File: src/verilog/bcr_pkg.sv
// shared constants for the board control register file
// Behaviour
// RQ1: channel disable bit gates card input buffers
// RQ2: channel disabled tri-states the speaker buffer
// RQ3: card strobe/data buffers drive only when powered
// RQ4: card seated: read sense, then apply supply
// RQ5: card removed: controller may cut supply
// RQ6: check sense before supply; no 5V misuse
// RQ7: 32-bit registers, content on upper sixteen lines
// RQ8: five registers alias across the select region
// RQ9: disable bit wakes enabled, writable only unlocked
// RQ10: any control-one write re-arms the guard
// RQ11: once disabled, only power cycle recovers
// RQ12: configuration register at offset zero, read/write
// RQ13: configuration defaults load on power-on only
// RQ14: drive configuration during hard reset unless flash
// RQ15: new configuration used at next hard reset
// RQ16: control register one at byte offset four
// RQ17: reserved configuration bits store and drive
// RQ18: lower sixteen lines read zero, writes ignored
// RQ19: module enables also routed to expansion pins
package bcr_pkg;
	localparam int unsigned BCR_ADDR_W = 15;
	localparam int unsigned BCR_DATA_W = 32;
	localparam int unsigned BCR_HALF_W = 16;
	localparam int unsigned BCR_NUM_REGS = 5;
	localparam int unsigned BCR_MOD_W = 4;

	// register byte offsets
	localparam logic [14:0] BCR_OFF_CONFIG = 15'h0000;
	localparam logic [14:0] BCR_OFF_CTRL1 = 15'h0004;
	localparam logic [14:0] BCR_OFF_STATUS2 = 15'h0008;
	localparam logic [14:0] BCR_OFF_CTRL3 = 15'h000c;
	localparam logic [14:0] BCR_OFF_SPARE4 = 15'h0010;

	// power-on values of the upper sixteen lines
	localparam logic [15:0] BCR_RST_CONFIG = 16'h0160;
	localparam logic [15:0] BCR_RST_CTRL1 = 16'h6000;
	localparam logic [15:0] BCR_RST_CTRL3 = 16'h0000;

	// control register one fields, 32-bit bit positions
	localparam int unsigned BCR_C1_REGF_DIS = 31;
	localparam int unsigned BCR_C1_CHAN_DIS = 30;
	localparam int unsigned BCR_C1_FLASH_CFG = 29;
	localparam int unsigned BCR_C1_SUPPLY_LSB = 27;
	localparam int unsigned BCR_C1_MOD_LSB = 23;
	// status register two fields
	localparam int unsigned BCR_S2_DETECT_LSB = 30;
	localparam int unsigned BCR_S2_SENSE_LSB = 28;
	// control register three fields
	localparam int unsigned BCR_C3_GUARD = 31;

	// card supply codes
	localparam logic [1:0] BCR_SUPPLY_OFF = 2'h0;
	localparam logic [1:0] BCR_SUPPLY_5V = 2'h1;

	// controller software register offsets
	localparam logic [7:0] BCR_SW_CTRL = 8'h00;
	localparam logic [7:0] BCR_SW_ADDR = 8'h04;
	localparam logic [7:0] BCR_SW_WDATA = 8'h08;
	localparam logic [7:0] BCR_SW_CMD = 8'h0c;
	localparam logic [7:0] BCR_SW_RDATA = 8'h10;
	localparam logic [7:0] BCR_SW_STATUS = 8'h14;
	localparam logic [7:0] BCR_SW_IRQ_STAT = 8'h18;
	localparam logic [7:0] BCR_SW_IRQ_CLR = 8'h1c;
	localparam logic [7:0] BCR_SW_IRQ_EN = 8'h20;
	localparam int unsigned BCR_CTRL_AUTO = 0;
	localparam int unsigned BCR_CTRL_HRESET = 1;
	localparam int unsigned BCR_CMD_GO = 0;
	localparam int unsigned BCR_CMD_WR = 1;
	localparam int unsigned BCR_EV_W = 4;
	localparam int unsigned BCR_EV_DONE = 0;
	localparam int unsigned BCR_EV_POWERED = 1;
	localparam int unsigned BCR_EV_UNPOWERED = 2;
	localparam int unsigned BCR_EV_REFUSED = 3;
	localparam int unsigned BCR_POLL_CYCLES = 1000;
endpackage : bcr_pkg

File: src/verilog/bcr_if.sv
// local bus between controller and board control register file
`timescale 1ns/1ps
`default_nettype none
interface bcr_if;
	logic cs;
	logic [14:0] addr;
	logic we;
	logic re;
	logic [31:0] wdata;
	logic hreset;
	logic [31:0] dev_data;
	logic dev_oe;

	modport dev (
		input cs, addr, we, re, wdata, hreset,
		output dev_data, dev_oe
	);
	modport host (
		output cs, addr, we, re, wdata, hreset,
		input dev_data, dev_oe
	);
endinterface : bcr_if
`default_nettype wire

File: src/verilog/bcr_master.sv
// single-access local bus engine used by the controller
`timescale 1ns/1ps
`default_nettype none
module bcr_master (
	// clock and reset
	input wire logic i_clk_sys,
	input wire logic i_rst,
	// access request
	input wire logic i_req,
	input wire logic i_wr,
	input wire logic [14:0] i_addr,
	input wire logic [31:0] i_wdata,
	output logic o_done,
	output logic [31:0] o_rdata,
	// bus side
	input wire logic [31:0] i_bus_data,
	output logic o_cs,
	output logic o_we,
	output logic o_re,
	output logic [14:0] o_addr,
	output logic [31:0] o_wdata
);
	typedef enum logic [1:0] {BM_IDLE, BM_STROBE, BM_CAPTURE} bcr_bm_st_t;
	bcr_bm_st_t st_q;

	always_ff @(posedge i_clk_sys or posedge i_rst) begin
		if (i_rst) begin
			st_q <= BM_IDLE;
			o_cs <= 1'b0;
			o_we <= 1'b0;
			o_re <= 1'b0;
			o_addr <= 15'h0000;
			o_wdata <= 32'h0000_0000;
			o_done <= 1'b0;
			o_rdata <= 32'h0000_0000;
		end else begin
			o_done <= 1'b0;
			case (st_q)
				BM_IDLE: begin
					if (i_req) begin
						o_cs <= 1'b1;
						o_we <= i_wr;
						o_re <= ~i_wr;
						o_addr <= i_addr;
						o_wdata <= i_wdata; // RQ7
						st_q <= BM_STROBE;
					end
				end
				BM_STROBE: begin
					o_cs <= 1'b0;
					o_we <= 1'b0;
					o_re <= 1'b0;
					if (o_we) begin
						o_done <= 1'b1;
						st_q <= BM_IDLE;
					end else begin
						st_q <= BM_CAPTURE;
					end
				end
				BM_CAPTURE: begin
					o_rdata <= i_bus_data;
					o_done <= 1'b1;
					st_q <= BM_IDLE;
				end
				default: begin
					st_q <= BM_IDLE;
				end
			endcase
		end
	end
endmodule : bcr_master
`default_nettype wire

File: src/verilog/bcr_host.sv
// controller end: software port, card supply manager, hard reset
//
// The plain strobed port was chosen for this implementation.
`timescale 1ns/1ps
`default_nettype none
module bcr_host #(
	parameter int unsigned POLL_CYCLES = bcr_pkg::BCR_POLL_CYCLES
) (
	// clock and reset
	input wire logic i_clk_sys,
	input wire logic i_rst,
	// software register port
	input wire logic [7:0] i_sw_addr,
	input wire logic [31:0] i_sw_wdata,
	input wire logic i_sw_we,
	input wire logic i_sw_re,
	output logic [31:0] o_sw_rdata,
	output logic o_irq,
	// local bus
	bcr_if.host bus
);
	initial begin
		if (POLL_CYCLES < 2) begin
			$error("bcr_host: POLL_CYCLES must be at least 2");
		end
	end

	typedef enum logic [2:0] {HS_IDLE, HS_SW, HS_RD_CTRL, HS_RD_STAT, HS_WR_CTRL} bcr_hs_st_t;
	localparam int unsigned H = bcr_pkg::BCR_HALF_W;
	localparam int unsigned SUP = bcr_pkg::BCR_C1_SUPPLY_LSB;

	bcr_hs_st_t st_q;
	logic [1:0] ctrl_q;
	logic [14:0] acc_addr_q;
	logic [31:0] acc_wdata_q;
	logic [31:0] acc_rdata_q;
	logic sw_pend_q;
	logic sw_wr_q;
	logic [3:0] irq_stat_q;
	logic [3:0] irq_en_q;
	logic [3:0] ev_q;
	logic [31:0] poll_cnt_q;
	logic poll_pend_q;
	logic [31:0] ctl_img_q;
	logic mreq_q;
	logic mwr_q;
	logic [14:0] maddr_q;
	logic [31:0] mwdata_q;
	logic mdone;
	logic [31:0] mrdata;
	logic go;
	logic busy;
	logic seated;
	logic [31:0] img_new;

	assign busy = (st_q != HS_IDLE) | sw_pend_q;
	assign go = i_sw_we && i_sw_addr == bcr_pkg::BCR_SW_CMD && i_sw_wdata[bcr_pkg::BCR_CMD_GO];
	assign seated = (mrdata[bcr_pkg::BCR_S2_DETECT_LSB +: 2] == 2'h0);

	bcr_master u_master (
		.i_clk_sys(i_clk_sys),
		.i_rst(i_rst),
		.i_req(mreq_q),
		.i_wr(mwr_q),
		.i_addr(maddr_q),
		.i_wdata(mwdata_q),
		.o_done(mdone),
		.o_rdata(mrdata),
		.i_bus_data(bus.dev_data),
		.o_cs(bus.cs),
		.o_we(bus.we),
		.o_re(bus.re),
		.o_addr(bus.addr),
		.o_wdata(bus.wdata)
	);
	assign bus.hreset = ctrl_q[bcr_pkg::BCR_CTRL_HRESET];

	// software registers
	always_ff @(posedge i_clk_sys or posedge i_rst) begin
		if (i_rst) begin
			ctrl_q <= 2'h0;
			acc_addr_q <= 15'h0000;
			acc_wdata_q <= 32'h0000_0000;
			irq_en_q <= 4'h0;
		end else if (i_sw_we) begin
			case (i_sw_addr)
				bcr_pkg::BCR_SW_CTRL: ctrl_q <= i_sw_wdata[1:0];
				bcr_pkg::BCR_SW_ADDR: acc_addr_q <= i_sw_wdata[14:0];
				bcr_pkg::BCR_SW_WDATA: acc_wdata_q <= i_sw_wdata;
				bcr_pkg::BCR_SW_IRQ_EN: irq_en_q <= i_sw_wdata[3:0];
				default: begin
				end
			endcase
		end
	end

	always_ff @(posedge i_clk_sys or posedge i_rst) begin
		if (i_rst) begin
			o_sw_rdata <= 32'h0000_0000;
		end else if (i_sw_re) begin
			case (i_sw_addr)
				bcr_pkg::BCR_SW_CTRL: o_sw_rdata <= {30'h0000_0000, ctrl_q};
				bcr_pkg::BCR_SW_ADDR: o_sw_rdata <= {17'h00000, acc_addr_q};
				bcr_pkg::BCR_SW_WDATA: o_sw_rdata <= acc_wdata_q;
				bcr_pkg::BCR_SW_RDATA: o_sw_rdata <= acc_rdata_q;
				bcr_pkg::BCR_SW_STATUS: o_sw_rdata <= {28'h000_0000, ctl_img_q[SUP +: 2], 1'b0, busy};
				bcr_pkg::BCR_SW_IRQ_STAT: o_sw_rdata <= {28'h000_0000, irq_stat_q};
				bcr_pkg::BCR_SW_IRQ_EN: o_sw_rdata <= {28'h000_0000, irq_en_q};
				default: o_sw_rdata <= 32'h0000_0000;
			endcase
		end else begin
			o_sw_rdata <= 32'h0000_0000;
		end
	end

	// interrupt: new events win over a clear in the same cycle
	always_ff @(posedge i_clk_sys or posedge i_rst) begin
		if (i_rst) begin
			irq_stat_q <= 4'h0;
			o_irq <= 1'b0;
		end else begin
			if (i_sw_we && i_sw_addr == bcr_pkg::BCR_SW_IRQ_CLR) begin
				irq_stat_q <= (irq_stat_q & ~i_sw_wdata[3:0]) | ev_q;
			end else begin
				irq_stat_q <= irq_stat_q | ev_q;
			end
			o_irq <= |(irq_stat_q & irq_en_q);
		end
	end

	// poll divider
	always_ff @(posedge i_clk_sys or posedge i_rst) begin
		if (i_rst) begin
			poll_cnt_q <= 32'h0000_0000;
			poll_pend_q <= 1'b0;
		end else begin
			if (poll_cnt_q == POLL_CYCLES - 1) begin
				poll_cnt_q <= 32'h0000_0000;
			end else begin
				poll_cnt_q <= poll_cnt_q + 32'h0000_0001;
			end
			if (poll_cnt_q == POLL_CYCLES - 1 && ctrl_q[bcr_pkg::BCR_CTRL_AUTO]) begin
				poll_pend_q <= 1'b1;
			end else if (st_q == HS_IDLE && !sw_pend_q) begin
				poll_pend_q <= 1'b0;
			end
		end
	end

	// new control image with the supply field replaced
	function automatic logic [31:0] with_supply(input logic [31:0] img, input logic [1:0] s);
		with_supply = img;
		with_supply[SUP +: 2] = s;
	endfunction : with_supply

	always_comb begin
		img_new = ctl_img_q;
		if (seated && !ctl_img_q[bcr_pkg::BCR_C1_CHAN_DIS] && mrdata[bcr_pkg::BCR_S2_SENSE_LSB]) begin
			img_new = with_supply(ctl_img_q, bcr_pkg::BCR_SUPPLY_5V); // RQ4 RQ6
		end else if (!seated) begin
			img_new = with_supply(ctl_img_q, bcr_pkg::BCR_SUPPLY_OFF); // RQ5
		end
	end

	// access sequencer
	always_ff @(posedge i_clk_sys or posedge i_rst) begin
		if (i_rst) begin
			st_q <= HS_IDLE;
			sw_pend_q <= 1'b0;
			sw_wr_q <= 1'b0;
			acc_rdata_q <= 32'h0000_0000;
			ctl_img_q <= {bcr_pkg::BCR_RST_CTRL1, 16'h0000};
			ev_q <= 4'h0;
			mreq_q <= 1'b0;
			mwr_q <= 1'b0;
			maddr_q <= 15'h0000;
			mwdata_q <= 32'h0000_0000;
		end else begin
			ev_q <= 4'h0;
			mreq_q <= 1'b0;
			if (go && busy) begin
				ev_q[bcr_pkg::BCR_EV_REFUSED] <= 1'b1;
			end else if (go) begin
				sw_pend_q <= 1'b1;
				sw_wr_q <= i_sw_wdata[bcr_pkg::BCR_CMD_WR];
			end
			case (st_q)
				HS_IDLE: begin
					if (sw_pend_q) begin
						sw_pend_q <= 1'b0;
						mreq_q <= 1'b1;
						mwr_q <= sw_wr_q;
						maddr_q <= acc_addr_q;
						mwdata_q <= acc_wdata_q; // RQ7
						st_q <= HS_SW;
					end else if (poll_pend_q) begin
						mreq_q <= 1'b1;
						mwr_q <= 1'b0;
						maddr_q <= bcr_pkg::BCR_OFF_CTRL1;
						st_q <= HS_RD_CTRL;
					end
				end
				HS_SW: begin
					if (mdone) begin
						if (!mwr_q) begin
							acc_rdata_q <= mrdata;
						end
						ev_q[bcr_pkg::BCR_EV_DONE] <= 1'b1;
						st_q <= HS_IDLE;
					end
				end
				HS_RD_CTRL: begin
					if (mdone) begin
						ctl_img_q <= mrdata;
						mreq_q <= 1'b1;
						maddr_q <= bcr_pkg::BCR_OFF_STATUS2; // RQ6
						st_q <= HS_RD_STAT;
					end
				end
				HS_RD_STAT: begin
					if (mdone && img_new[SUP +: 2] != ctl_img_q[SUP +: 2]) begin
						mreq_q <= 1'b1;
						mwr_q <= 1'b1;
						maddr_q <= bcr_pkg::BCR_OFF_CTRL1;
						mwdata_q <= {img_new[31:16], 16'h0000};
						ctl_img_q <= img_new;
						ev_q[bcr_pkg::BCR_EV_POWERED] <= (img_new[SUP +: 2] != bcr_pkg::BCR_SUPPLY_OFF);
						ev_q[bcr_pkg::BCR_EV_UNPOWERED] <= (img_new[SUP +: 2] == bcr_pkg::BCR_SUPPLY_OFF);
						st_q <= HS_WR_CTRL;
					end else if (mdone) begin
						st_q <= HS_IDLE;
					end
				end
				HS_WR_CTRL: begin
					if (mdone) begin
						st_q <= HS_IDLE;
					end
				end
				default: begin
					st_q <= HS_IDLE;
				end
			endcase
		end
	end
endmodule : bcr_host
`default_nettype wire

File: src/flat_wrapper.sv
// flat-port wrapper written by rule: the top's interface ports become plain ports
module bcr_host_flat 
#(
	parameter int unsigned POLL_CYCLES = bcr_pkg::BCR_POLL_CYCLES
)
  (i_clk_sys, i_rst, i_sw_addr, i_sw_wdata, i_sw_we, i_sw_re, o_sw_rdata, o_irq, bus_cs, bus_addr, bus_we, bus_re, bus_wdata, bus_hreset, bus_dev_data, bus_dev_oe);
  bcr_if bus_i ();
  input wire logic i_clk_sys;
  input wire logic i_rst;
  input wire logic [7:0] i_sw_addr;
  input wire logic [31:0] i_sw_wdata;
  input wire logic i_sw_we;
  input wire logic i_sw_re;
  output logic [31:0] o_sw_rdata;
  output logic o_irq;
  output wire logic [$bits(bus_i.cs)-1:0] bus_cs;
  output wire logic [$bits(bus_i.addr)-1:0] bus_addr;
  output wire logic [$bits(bus_i.we)-1:0] bus_we;
  output wire logic [$bits(bus_i.re)-1:0] bus_re;
  output wire logic [$bits(bus_i.wdata)-1:0] bus_wdata;
  output wire logic [$bits(bus_i.hreset)-1:0] bus_hreset;
  input wire logic [$bits(bus_i.dev_data)-1:0] bus_dev_data;
  input wire logic [$bits(bus_i.dev_oe)-1:0] bus_dev_oe;
  assign bus_cs = bus_i.cs;
  assign bus_addr = bus_i.addr;
  assign bus_we = bus_i.we;
  assign bus_re = bus_i.re;
  assign bus_wdata = bus_i.wdata;
  assign bus_hreset = bus_i.hreset;
  assign bus_i.dev_data = bus_dev_data;
  assign bus_i.dev_oe = bus_dev_oe;
  bcr_host #(.POLL_CYCLES(POLL_CYCLES)) u_core (.i_clk_sys(i_clk_sys), .i_rst(i_rst), .i_sw_addr(i_sw_addr), .i_sw_wdata(i_sw_wdata), .i_sw_we(i_sw_we), .i_sw_re(i_sw_re), .o_sw_rdata(o_sw_rdata), .o_irq(o_irq), .bus(bus_i));
endmodule
File: config.mk
export PLATFORM = sky130hd
export DESIGN_NAME = bcr_host_flat
export DESIGN_NICKNAME = d
export VERILOG_FILES = /design/src/verilog/bcr_pkg.sv /design/src/verilog/bcr_if.sv /design/src/verilog/bcr_master.sv /design/src/verilog/bcr_host.sv /design/src/flat_wrapper.sv
export SDC_FILE = /design/constraint.sdc
export NUM_CORES = 1
export LEC_CHECK = 0
export ABC_CLOCK_PERIOD_IN_PS = 8600
export BUFFER_PORTS_ARGS = -buffer_cell sky130_fd_sc_hd__buf_2
export CELL_PAD_IN_SITES_DETAIL_PLACEMENT = 1
export CELL_PAD_IN_SITES_GLOBAL_PLACEMENT = 2
export CORE_MARGIN = 1
export CORE_UTILIZATION = 24
export DETAILED_ROUTE_END_ITERATION = 8
export PLACE_DENSITY = 0.5
export SLEW_MARGIN = 20
export SYNTH_ARGS = -nofsm -noshare
export SYNTH_HDL_FRONTEND = slang
export SYNTH_HIERARCHICAL = 1
export SYNTH_SLANG_ARGS = --single-unit
File: constraint.sdc
create_clock -name i_clk_sys -period 8.6 [get_ports i_clk_sys]
set_clock_uncertainty 0.05 [all_clocks]
set_input_delay 1.72 -clock i_clk_sys [delete_from_list [all_inputs] [get_ports i_clk_sys]]
set_output_delay 1.72 -clock i_clk_sys [all_outputs]
set_load 0.01 [all_outputs]
; After elaboration in Yosys (flattened, before gate mapping)
; Cells that the tools add are included.
; Widths: inputs -> output; s select.
[totals]
regBits = 314
out_inout_bits = 84
word_cells = 148
[op_classes]
add_sub_neg = 1
n_eq_ne = 21
mux = 53
n_bitwise = 8
n_reduce_logical = 38
[ops]
columns = cell, n
row1 = $pmux 32 s7, 1
row2 = $mux 32, 6
row3 = $pmux 32 s2, 2
row4 = $mux 15, 4
row5 = $mux 29, 2
row6 = $pmux 15 s3, 1
row7 = $add 32x1->32 const B, 1
row8 = $eq 32x10->1 const B, 1
row9 = $eq 8x5->1 const B, 4
row10 = $mux 1, 19
row11 = $eq 8x4->1 const B, 2
row12 = $reduce_and 2->1, 8
row13 = $mux 3, 5
row14 = $pmux 3 s4, 1
row15 = $reduce_and 3->1, 4
row16 = $pmux 1 s2, 5
row17 = $reduce_bool 2->1, 5
row18 = $logic_and 1x1->1, 9
row19 = $and 4x4->4, 2
row20 = $eq 8x3->1 const B, 1
row21 = $eq 8x6->1 const B, 1
row22 = $logic_not 8->1, 1
row23 = $mux 2, 4
row24 = $or 4x4->4, 2
row25 = other kinds (22), 30

; Longest topological paths before layout
; Gate-level depths: netlist (run 1).
[logic_depth]
depth_word = 8
depth_mapped = 8
depth_no_buf = 6

; By module
; The synthesis (run 1) kept the hierarchy.
[modules_own_cells]
columns = module, instances, cells_each, area_each_um2
row1 = bcr_host, 1, 788, 9748.1
row2 = bcr_master, 1, 197, 3368.2

; Least setup slack after synthesis (run 1)
; OpenSTA, ideal clock, no wires.
[synth_timing]
kind = input port to flip-flop
start = input i_sw_addr[2]
end = register u_core.acc_addr_q[0]
setup_time_ns = 0.125
t_arrival_ns = 3.022
required_time_ns = 8.425
path_slack_ns = 5.402
stages = 7
path_cell_list = buf_2 > nor2b_1 > clkbuf_1 > nand2_1 > nor2_4 > buf_8 > mux2_4
[synth_between]
elab_chain_cells = 2
[synth_lines]
columns = item, line_no
row1 = "start, declared", flat_wrapper.sv:10  ; input wire logic [7:0] i_sw_addr;
row2 = $eq 8x3->1, bcr_host.sv:86  ; case (i_sw_addr)
row3 = $reduce_and 2->1 (no source line), -
row4 = "end signal, assigned", bcr_host.sv:88  ; bcr_pkg::BCR_SW_ADDR: acc_addr_q <= i_sw_wdata[14:0];
row5 = "end, declared", bcr_host.sv:34  ; logic [14:0] acc_addr_q;
; Every way passes these cells.
; A chain may end at the register's enable or synchronous reset.

; Worst setup path after layout (run 1)
[layout_timing]
start = input i_sw_addr[5]
end = register u_core.acc_addr_q[14]
; Same word-level chain as after synthesis.

==> results of run 1 <==
final cells by class:
| class | instances | area, um2 | share of cell area, % |
|---|---|---|---|
| antenna | 1 | 2.50 | 0.0158 |
| clock buffer | 61 | 1190 | 7.50 |
| clock inverter | 6 | 37.5 | 0.236 |
| inverter | 11 | 51.3 | 0.323 |
| multi-input combinational | 610 | 4960 | 31.2 |
| sequential | 314 | 7860 | 49.5 |
| tap | 696 | 871 | 5.48 |
| timing repair buffer | 174 | 908 | 5.72 |
power groups by stage:
| stage | clock [W] | combinational (W) | sequential [W] |
|---|---|---|---|
| finish | 0.00159 | 0.000192 | 0.00160 |
| CTS | 0.00166 | 0.000199 | 0.00160 |
| global route | 0.00172 | 0.000217 | 0.00161 |
| floorplan | 0 | 0.000132 | 0.00161 |
| global placement | 0 | 0.000195 | 0.00163 |
| detailed placement | 0 | 0.000198 | 0.00163 |
logic make-up after synthesis:
logic type                 Yosys count  synth area share, %
buffers and inverters               61                 2.50
DFF                                314                 59.9
AOI/OAI and AO/OA                  142                 7.32
adders and majority gates            4                0.382
xor gates and xnor gates            30                 2.00
muxes                              198                 18.8
and+or+nand+nor                    236                 9.05
layer usage:
layer / global-route usage [%] / up-vias / part of all wire [%]
met2: 23.2 / 134 / 49
met1: 18.4 / 4284 / 45
li1: - / 3848 / -
met3: 3.19 / 58 / 3.9
met5: 0 / - / 0.034
met4: 4.69 / 2 / 2.5
worst max-delay path by stage:
stage | from | endpoint | cells past startpoint
global placement | i_sw_addr[5] | u_core/acc_addr_q[14] | 5
CTS | i_sw_addr[5] | u_core/acc_addr_q[14] | 5
global route | i_sw_addr[5] | u_core/acc_addr_q[11] | 5
detailed placement | i_sw_addr[5] | u_core/acc_addr_q[14] | 5
floorplan | i_rst | u_core/acc_addr_q[0] | 1
finish | i_sw_addr[5] | u_core/acc_addr_q[14] | 5
critical path, cell delays in order:
cell	delay, ns
buf_2	0.16
nor4_4	0.58
nand2_4	0.28
nor2_4	0.57
mux2_2	0.40
metrics by stage:
step,util (%),cells,worst slack (ns),hold slack (ns)
floorplan,-,985,0.557,0.354
CTS,29.5,1872,5.18,0.384
global route,29.5,1873,5.13,0.399
finish,29.5,1873,5.24,0.381
detailed placement,27.2,1805,4.59,0.367
global placement,27.2,1805,4.59,0.371
registers in the layout (all words and copies together), names as in the netlist, 2 cells and up:
| register | count |
|---|---|
| u_core/u_master/o_addr | 15 |
| u_core/o_sw_rdata | 32 |
| u_core/st_q | 3 |
| u_core/poll_cnt_q | 32 |
| u_core/maddr_q | 15 |
| u_core/u_master/st_q | 2 |
| u_core/irq_stat_q | 4 |
| u_core/irq_en_q | 4 |
| u_core/ctrl_q | 2 |
| u_core/ctl_img_q | 16 |
| u_core/mwdata_q | 32 |
| u_core/u_master/o_wdata | 32 |
| u_core/acc_addr_q | 15 |
| u_core/acc_rdata_q | 32 |
| u_core/u_master/o_rdata | 32 |
| u_core/ev_q | 4 |
| u_core/acc_wdata_q | 32 |
synthesized netlist by cell type, types with 2 or more instances:
library cell / number
buf_4: 3
dfstp_2: 2
xnor2_1: 23
nand2_1: 80
ha_1: 4
nand3_1: 14
xor2_1: 7
nand2b_1: 4
a21o_1: 6
mux2_1: 2
and3_1: 8
nor3_1: 5
and2_1: 3
and4_1: 6
mux2i_1: 19
o22ai_1: 4
a31o_2: 2
a22oi_1: 36
o211ai_1: 2
dfrtp_1: 312
a32o_1: 13
a221oi_1: 2
clkbuf_1: 19
nor2_1: 68
mux2_2: 107
mux2_4: 70
nor3_2: 2
buf_2: 19
nor4_1: 6
inv_1: 11
o21ai_1: 2
nor2b_1: 8
nor4_2: 2
a211oi_1: 3
or3b_2: 2
o21a_1: 2
nor3b_1: 2
a21oi_1: 21
o21ai_0: 39
nand4_1: 12
buf_6: 7
==> impl_metrics.py, run 1 <==
metrics = {
    "clock_tree": {
        "clock_sinks": 314,
        "post_cts_resize_count": 0,
        "holdBufCountCts": 0,
        "clk_pin_slew_ns": 0.06,
        "ctsHtreeMaxLevel": 2,
        "clk_latency_ns": 0.54,
        "clk_path_buf_depth": 3,
        "cts_setup_buffers": 0,
        "clock-root-buffer": "clkbuf_16",
        "cts_tree": "built",
        "cts_inserted_buffers": 39,
    },
    "timing": {
        "max_freq_ghz": 0.298,
        "setup_viol": 0,
        "setup-tns-final_ns": 0,
        "hold_violations": 0,
        "fin_crit_ns": 3.36,
        "worst_pin_slew_ns": 0.990,
        "rsz0062_at_grt": "no",
        "finalMaxSlewViolations": 0,
        "finalCritPeriodShare_pct": 39.1,
        "slew-limit-headroom_pct": 34.0,
    },
    "setup_path": {
        "path_max_fanout": 16,
        "rr_endpoint": "u_core/ev_q[1]",
        "rrSetupSlack_ns": 6.03,
        "required_ns": 8.98,
        "r2r_cells": 4,
        "crit_path_end_kind": "register",
        "regToRegStartpoint": "u_core/st_q[1]",
        "cp_data_arrival_time_ns": 3.74,
        "critPathLaunchType": "input port",
        "path_class": "input port to register",
    },
    "cells_and_area": {
        "final_common_cell": "dfrtp_1",
        "stdcell_area_um2": 15900,
        "final_cell_mix": "312 x dfrtp_1, 159 x buf_2, 107 x mux2_2",
        "area_growth_syn_to_layout_pct": 21.1,
        "fill_cells": 5819,
        "drive_gt1_share_pct": 36.6,
        "nNetsFinal": 1231,
    },
    "status": {
        "status": "complete, no violations",
    },
    "drt": {
        "routed_via_density": 4.45,
        "ant_nets": 0,
        "drt_wl_total_mm": 37.9,
        "drtIter0Drc": 286,
        "vias": 8326,
        "post-route-drc-count": 0,
        "avgRoutedWirePerCell_um": 20.2,
        "firstDrtPassIters": 4,
    },
    "floorplan": {
        "core_area_um2": 53900,
        "initial_core_util_pct": 24.3,
        "rows": 85,
        "num_io_pins": 161,
        "dieWidth_um": 236,
        "dieArea_um2": 55600,
        "die_y_um": 236,
    },
    "grt": {
        "grt_pass1_wl_mm": 59.7,
        "grt-ovfl-total": 0,
        "grt_pass1_vias": 9249,
        "grt_start_max_net_pins": 117,
        "antenna_found_initial": 2,
        "grt_usage_pct": 14.2,
    },
    "placement": {
        "dpl.hpwl_mm": 24.2,
        "placed_area_um2": 14700,
        "gp_congestion": 0.715,
        "io_buffer_count": 159,
    },
    "pwr": {
        "power.switching_w": 0.000793,
        "p_total_w": 0.00338,
        "p_leak_nw": 7.85,
        "peakVddDrop_mv": 0.102,
        "clockPowerShare_pct": 47.0,
        "intPower_w": 0.00259,
        "power.density_nw_per_um2": 213,
        "p_seq_share_pct": 47.4,
        "netSwitchingFraction_pct": 23.5,
        "power_frac_comb_pct": 5.7,
    },
    "min_path": {
        "min-delay-start": "u_core/ev_q[1]",
        "hold_path_end": "u_core/irq_stat_q[1]",
        "holdCritPathClass": "register to register",
        "hold_depth": 1,
    },
    "synth": {
        "syn_area_per_cell_um2": 13.3,
        "synth_top_area_share_pct": 59.5,
        "syn_nets": 1066,
        "async_flop_share_pct": 100,
        "synth-edff-count": 0,
        "yosysWarningCount": 6,
        "synth_area_leader_cell": "dfrtp_1",
        "ys_seq_elements": 314,
        "synth_top_flop_cell": "dfrtp_1",
        "synth_seq_area_share_pct": 59.9,
        "netlist_instances": 985,
        "ys_top_cells_by_area": "dfrtp_1 60%, mux2_2 9.2%, mux2_4 8.0%",
        "synth_cell_types": 67,
        "synth_area_um2": 13100,
    },
    "flow_run": {
        "cap_violations": 0,
    },
}
Note: power is estimated with default switching activity, not from simulation.
==> inputs of run 2 (changes only) <==
--- a/config.mk
+++ b/config.mk
@@ -5,7 +5,7 @@
 export SDC_FILE = /design/constraint.sdc
 export NUM_CORES = 1
 export LEC_CHECK = 0
-export ABC_CLOCK_PERIOD_IN_PS = 8600
+export ABC_CLOCK_PERIOD_IN_PS = 3100
 export BUFFER_PORTS_ARGS = -buffer_cell sky130_fd_sc_hd__buf_2
 export CELL_PAD_IN_SITES_DETAIL_PLACEMENT = 1
 export CELL_PAD_IN_SITES_GLOBAL_PLACEMENT = 2
==> constraint.sdc (replaced) <==
create_clock -name i_clk_sys -period 3.1 [get_ports i_clk_sys]
set_clock_uncertainty 0.05 [all_clocks]
set_input_delay 0.62 -clock i_clk_sys [delete_from_list [all_inputs] [get_ports i_clk_sys]]
set_output_delay 0.62 -clock i_clk_sys [all_outputs]
set_load 0.01 [all_outputs]
==> impl_metrics.py, run 2 (synthesis results as in run 1) <==
metrics = {
    "clock_tree": {
        "clk_path_buf_depth": 3,
        "cts_setup_buffers": 0,
        "clk_pin_slew_ns": 0.06,
        "clock_sinks": 314,
        "cts_inserted_buffers": 38,
        "cts_tree": "built",
        "clock-root-buffer": "clkbuf_16",
        "clk_latency_ns": 0.55,
        "holdBufCountCts": 0,
        "ctsHtreeMaxLevel": 2,
        "post_cts_resize_count": 0,
    },
    "setup_path": {
        "critPathLaunchType": "register",
        "r2r_cells": 4,
        "required_ns": 3.48,
        "rrSetupSlack_ns": 0.80,
        "cp-endpoint": "u_core/maddr_q[9]",
        "crit_path_end_kind": "register",
        "regToRegStartpoint": "u_core/u_master/o_rdata[30]",
        "cp_data_arrival_time_ns": 2.68,
        "path_max_fanout": 17,
        "rr_endpoint": "u_core/maddr_q[9]",
        "path_class": "register to register",
        "critPathLaunch": "u_core/u_master/o_rdata[30]",
    },
    "grt": {
        "grt_pass1_vias": 9225,
        "grt_start_max_net_pins": 56,
        "grt_pass1_wl_mm": 59.4,
        "grt-ovfl-total": 0,
        "antenna_found_initial": 2,
        "grt_usage_pct": 14.1,
    },
    "timing": {
        "hold_violations": 0,
        "max_freq_ghz": 0.435,
        "fin_crit_ns": 2.30,
        "whs_ns": 0.106,
        "finalMaxSlewViolations": 0,
        "slew-limit-headroom_pct": 34.6,
        "rsz0062_at_grt": "no",
        "layout_setup_ws_ns": 0.802,
        "worst_pin_slew_ns": 0.981,
        "finalCritPeriodShare_pct": 74.1,
        "setup_viol": 0,
    },
    "drt": {
        "avgRoutedWirePerCell_um": 20.2,
        "post-route-drc-count": 0,
        "firstDrtPassIters": 4,
        "drt_wl_total_mm": 38.1,
        "drtIter0Drc": 305,
        "ant_nets": 0,
        "vias": 8334,
        "routed_via_density": 4.43,
    },
    "flow_run": {
        "cap_violations": 0,
    },
    "status": {
        "status": "complete, no violations",
    },
    "placement": {
        "pre_cts_slack_ns": 0.437,
        "gp_congestion": 0.710,
        "placed_area_um2": 14800,
        "dpl.hpwl_mm": 25.2,
        "io_buffer_count": 159,
    },
    "floorplan": {
        "dieArea_um2": 55600,
        "num_io_pins": 161,
        "initial_core_util_pct": 24.3,
        "core_area_um2": 53900,
        "die_y_um": 236,
        "dieWidth_um": 236,
        "rows": 85,
    },
    "cells_and_area": {
        "drive_gt1_share_pct": 36.7,
        "final_common_cell": "dfrtp_1",
        "final_cell_mix": "312 x dfrtp_1, 159 x buf_2, 107 x mux2_2",
        "nNetsFinal": 1239,
        "stdcell_area_um2": 16000,
        "area_growth_syn_to_layout_pct": 22.1,
    },
    "min_path": {
        "holdCritPathClass": "input port to asynchronous set/reset pin",
    },
    "pwr": {
        "peakVddDrop_mv": 0.285,
        "power.density_nw_per_um2": 580,
        "p_leak_nw": 7.90,
    },
}
[run 2: metrics by stage]
| step | setup TNS [ns] | utilization [%] | total power (W) | instances |
|---|---|---|---|---|
| 4_1_cts | 0 | 29.7 | 0.00948 | 1878 |
| 6_report | 0 | 29.7 | 0.00929 | 1880 |
| 5_1_grt | 0 | 29.7 | 0.00971 | 1880 |
| 3_5_place_dp | 0 | 27.5 | 0.00509 | 1814 |
| 2_1_floorplan | -127.65 | - | 0.00482 | 985 |
| 3_3_place_gp | 0 | 27.5 | 0.00507 | 1814 |
[run 2: metal layers]
metal,track usage [%],vias to the layer above,wire (um)
li1,-,3850,-
met1,18.5,4306,17400
met2,23.0,125,18300
met3,3.19,53,1490
met4,4.04,0,799
met5,0,-,0
[run 2: how the worst min path moves through the flow]
stage                         startpoint                    endpoint  slack (ns)  cells after the start
after floorplan           u_core/ev_q[0]        u_core/irq_stat_q[0]        0.35                      1
final                              i_rst  u_core/u_master/o_rdata[4]        0.11                      2
after global placement    u_core/ev_q[3]        u_core/irq_stat_q[3]        0.37                      1
after CTS                          i_rst  u_core/u_master/o_rdata[9]        0.14                      2
after global routing               i_rst  u_core/u_master/o_rdata[4]        0.14                      2
after detailed placement  u_core/ev_q[0]        u_core/irq_stat_q[0]        0.37                      1
[run 2: critical path, cell delays in order, from the launching register on]
cell and delay [ns]:
dfrtp_1 0.46, o21ai_0 0.46, a21bo_2 0.23, nand2_1 0.51, a32o_1 0.48
[run 2: final cells by class]
| class | instances | area [um2] |
|---|---|---|
| clock inverter | 4 | 51.3 |
| multi-input combinational | 610 | 4960 |
| tap | 696 | 871 |
| inverter | 11 | 47.5 |
| clock buffer | 60 | 1120 |
| fill | 5813 | 37900 |
| antenna | 2 | 5.00 |
| timing repair buffer | 183 | 1090 |
| sequential | 314 | 7860 |
[run 2: power breakdown]
| part | switching [W] | internal, W | total (W) |
|---|---|---|---|
| Clock | 0.00173 | 0.00256 | 0.00429 |
| Combinational | 0.000290 | 0.000264 | 0.000554 |
| Sequential | 0.000146 | 0.00429 | 0.00444 |
| Total | 0.00217 | 0.00712 | 0.00929 |
==> inputs of run 3 (changes only) <==
--- a/config.mk
+++ b/config.mk
@@ -5,7 +5,7 @@
 export SDC_FILE = /design/constraint.sdc
 export NUM_CORES = 1
 export LEC_CHECK = 0
-export ABC_CLOCK_PERIOD_IN_PS = 3100
+export ABC_CLOCK_PERIOD_IN_PS = 2200
 export BUFFER_PORTS_ARGS = -buffer_cell sky130_fd_sc_hd__buf_2
 export CELL_PAD_IN_SITES_DETAIL_PLACEMENT = 1
 export CELL_PAD_IN_SITES_GLOBAL_PLACEMENT = 2
==> constraint.sdc (replaced) <==
create_clock -name i_clk_sys -period 2.2 [get_ports i_clk_sys]
set_clock_uncertainty 0.05 [all_clocks]
set_input_delay 0.44 -clock i_clk_sys [delete_from_list [all_inputs] [get_ports i_clk_sys]]
set_output_delay 0.44 -clock i_clk_sys [all_outputs]
set_load 0.01 [all_outputs]
==> impl_metrics.py, run 3 (synthesis results as in run 1) <==
metrics = {
    "status": {
        "status": "complete, no violations",
    },
    "min_path": {
        "holdCritPathClass": "input port to register",
        "hold_depth": 2,
        "min-delay-start": "i_sw_wdata[29]",
        "hold_path_end": "u_core/acc_wdata_q[29]",
    },
    "cells_and_area": {
        "register_area_um2": 7860,
        "nNetsFinal": 1265,
        "stdcell_area_um2": 16400,
        "final_cell_mix": "312 x dfrtp_1, 159 x buf_2, 107 x mux2_2",
        "fill_cells": 5811,
        "area_growth_syn_to_layout_pct": 25.1,
        "multiInputGateArea_um2": 4970,
        "drive_gt1_share_pct": 38.8,
        "fin_cells": 1909,
        "final_common_cell": "dfrtp_1",
    },
    "placement": {
        "io_buffer_count": 159,
        "dpl.hpwl_mm": 25.4,
        "placed_area_um2": 15100,
        "gp_congestion": 0.721,
        "dp.cells": 1838,
    },
    "timing": {
        "slew-limit-headroom_pct": 37.0,
        "finalMaxSlewViolations": 0,
        "max_freq_ghz": 0.486,
        "setup_viol": 0,
        "hold_violations": 0,
        "rsz0062_at_grt": "no",
        "fin_crit_ns": 2.06,
        "setup-tns-final_ns": 0,
        "worst_pin_slew_ns": 0.945,
        "finalCritPeriodShare_pct": 93.6,
    },
    "clock_tree": {
        "clk_pin_slew_ns": 0.06,
        "cts_setup_buffers": 0,
        "clk_path_buf_depth": 3,
        "post_cts_resize_count": 0,
        "cts_tree": "built",
        "ctsHtreeMaxLevel": 2,
        "holdBufCountCts": 1,
        "cts_inserted_buffers": 39,
        "clock-root-buffer": "clkbuf_16",
        "clock_sinks": 314,
        "clk_latency_ns": 0.54,
    },
    "grt": {
        "grt_usage_pct": 14.3,
        "grt_pass1_wl_mm": 60.4,
        "grt_pass1_vias": 9452,
        "antenna_found_initial": 1,
        "grt-ovfl-total": 0,
        "grt_start_max_net_pins": 86,
    },
    "setup_path": {
        "worst_path_most_repeated_cell": "buf_4",
        "cp_data_arrival_time_ns": 2.50,
        "rr_endpoint": "u_core/ev_q[1]",
        "path_class": "register to register",
        "regToRegStartpoint": "u_core/st_q[1]",
        "critPathLaunchType": "register",
        "required_ns": 2.64,
        "crit_path_end_kind": "register",
        "cp_slowest_cell": "dfrtp_1",
        "crit_chain": "nand2_1 > nor3b_1 > buf_4 > nand3_1 > a2111oi_0 > buf_4",
        "path_delay_family": "simple AND/OR/NAND/NOR gates",
        "path_max_fanout": 9,
        "path_buf_inv": 2,
        "max_stage_delay_ns": 0.51,
        "r2r_cells": 6,
        "rrSetupSlack_ns": 0.14,
    },
    "floorplan": {
        "rows": 85,
        "die_y_um": 236,
        "dieArea_um2": 55600,
        "dieWidth_um": 236,
        "num_io_pins": 161,
        "core_area_um2": 53900,
        "initial_core_util_pct": 24.3,
    },
    "drt": {
        "drtIter0Drc": 347,
        "firstDrtPassIters": 4,
        "avgRoutedWirePerCell_um": 19.9,
        "routed_via_density": 4.44,
        "drt_wl_total_mm": 38.0,
        "vias": 8469,
        "ant_nets": 0,
        "post-route-drc-count": 0,
    },
    "pwr": {
        "peakVddDrop_mv": 0.456,
        "p_total_w": 0.0134,
        "p_leak_nw": 8.11,
        "power.density_nw_per_um2": 814,
    },
    "flow_run": {
        "cap_violations": 0,
    },
}
## run 3: cell types whose count changed in the layout (fill, tap and decap cells not counted), sizes merged
| cell | change |
|---|---|
| clkinvlp | +2 |
| clkbuf | -3 |
| buf | +24 |
| clkinv | +7 |
| dlygate4sd3 | +1 |
| diode | -1 |
| inv | -1 |
## run 3: final cells by class
| type | instances | area share (%) |
|---|---|---|
| Antenna cell | 1 | 0.0153 |
| Inverter | 11 | 0.297 |
| Timing Repair Buffer | 208 | 8.56 |
| Multi-Input combinational cell | 610 | 30.3 |
| Clock buffer | 57 | 7.05 |
| Clock inverter | 12 | 0.572 |
| Sequential cell | 314 | 47.9 |
| Tap cell | 696 | 5.31 |
## run 3: layer usage
layer / track usage, % / routed length [um] / share of wire, %
met1: 19.1 / 17600 / 46
met2: 23.0 / 18200 / 48
met4: 5.53 / 1090 / 2.9
met5: 0 / 0 / 0
met3: 2.35 / 1160 / 3.1
## run 3: power by group
group          switching, W  leakage (nW)  internal (W)
sequential         0.000208          4.34       0.00605
combinational      0.000417          3.15      0.000402
clock               0.00251         0.616       0.00376
## run 3: metrics by stage
stage          utilization (%)  hold WS (ns)  setup WS (ns)
2_1_floorplan                -         0.354          -1.28
3_3_place_gp              28.1         0.390          0.192
3_5_place_dp              28.1         0.381          0.157
4_1_cts                   30.4        0.0346          0.129
5_1_grt                   30.4        0.0488         0.0133
6_report                  30.4        0.0711          0.141
## run 3: how the worst max path moves through the flow
stage,start,to,slack [ns],cells after the start
after floorplan,i_rst,u_core/acc_addr_q[0],-1.28,1
after global placement,i_sw_addr[5],u_core/sw_wr_q,0.19,7
after detailed placement,u_core/st_q[1],u_core/ev_q[1],0.16,6
after CTS,u_core/st_q[1],u_core/ev_q[1],0.13,6
after global routing,u_core/st_q[1],u_core/ev_q[1],0.01,6
final,u_core/st_q[1],u_core/ev_q[1],0.14,6
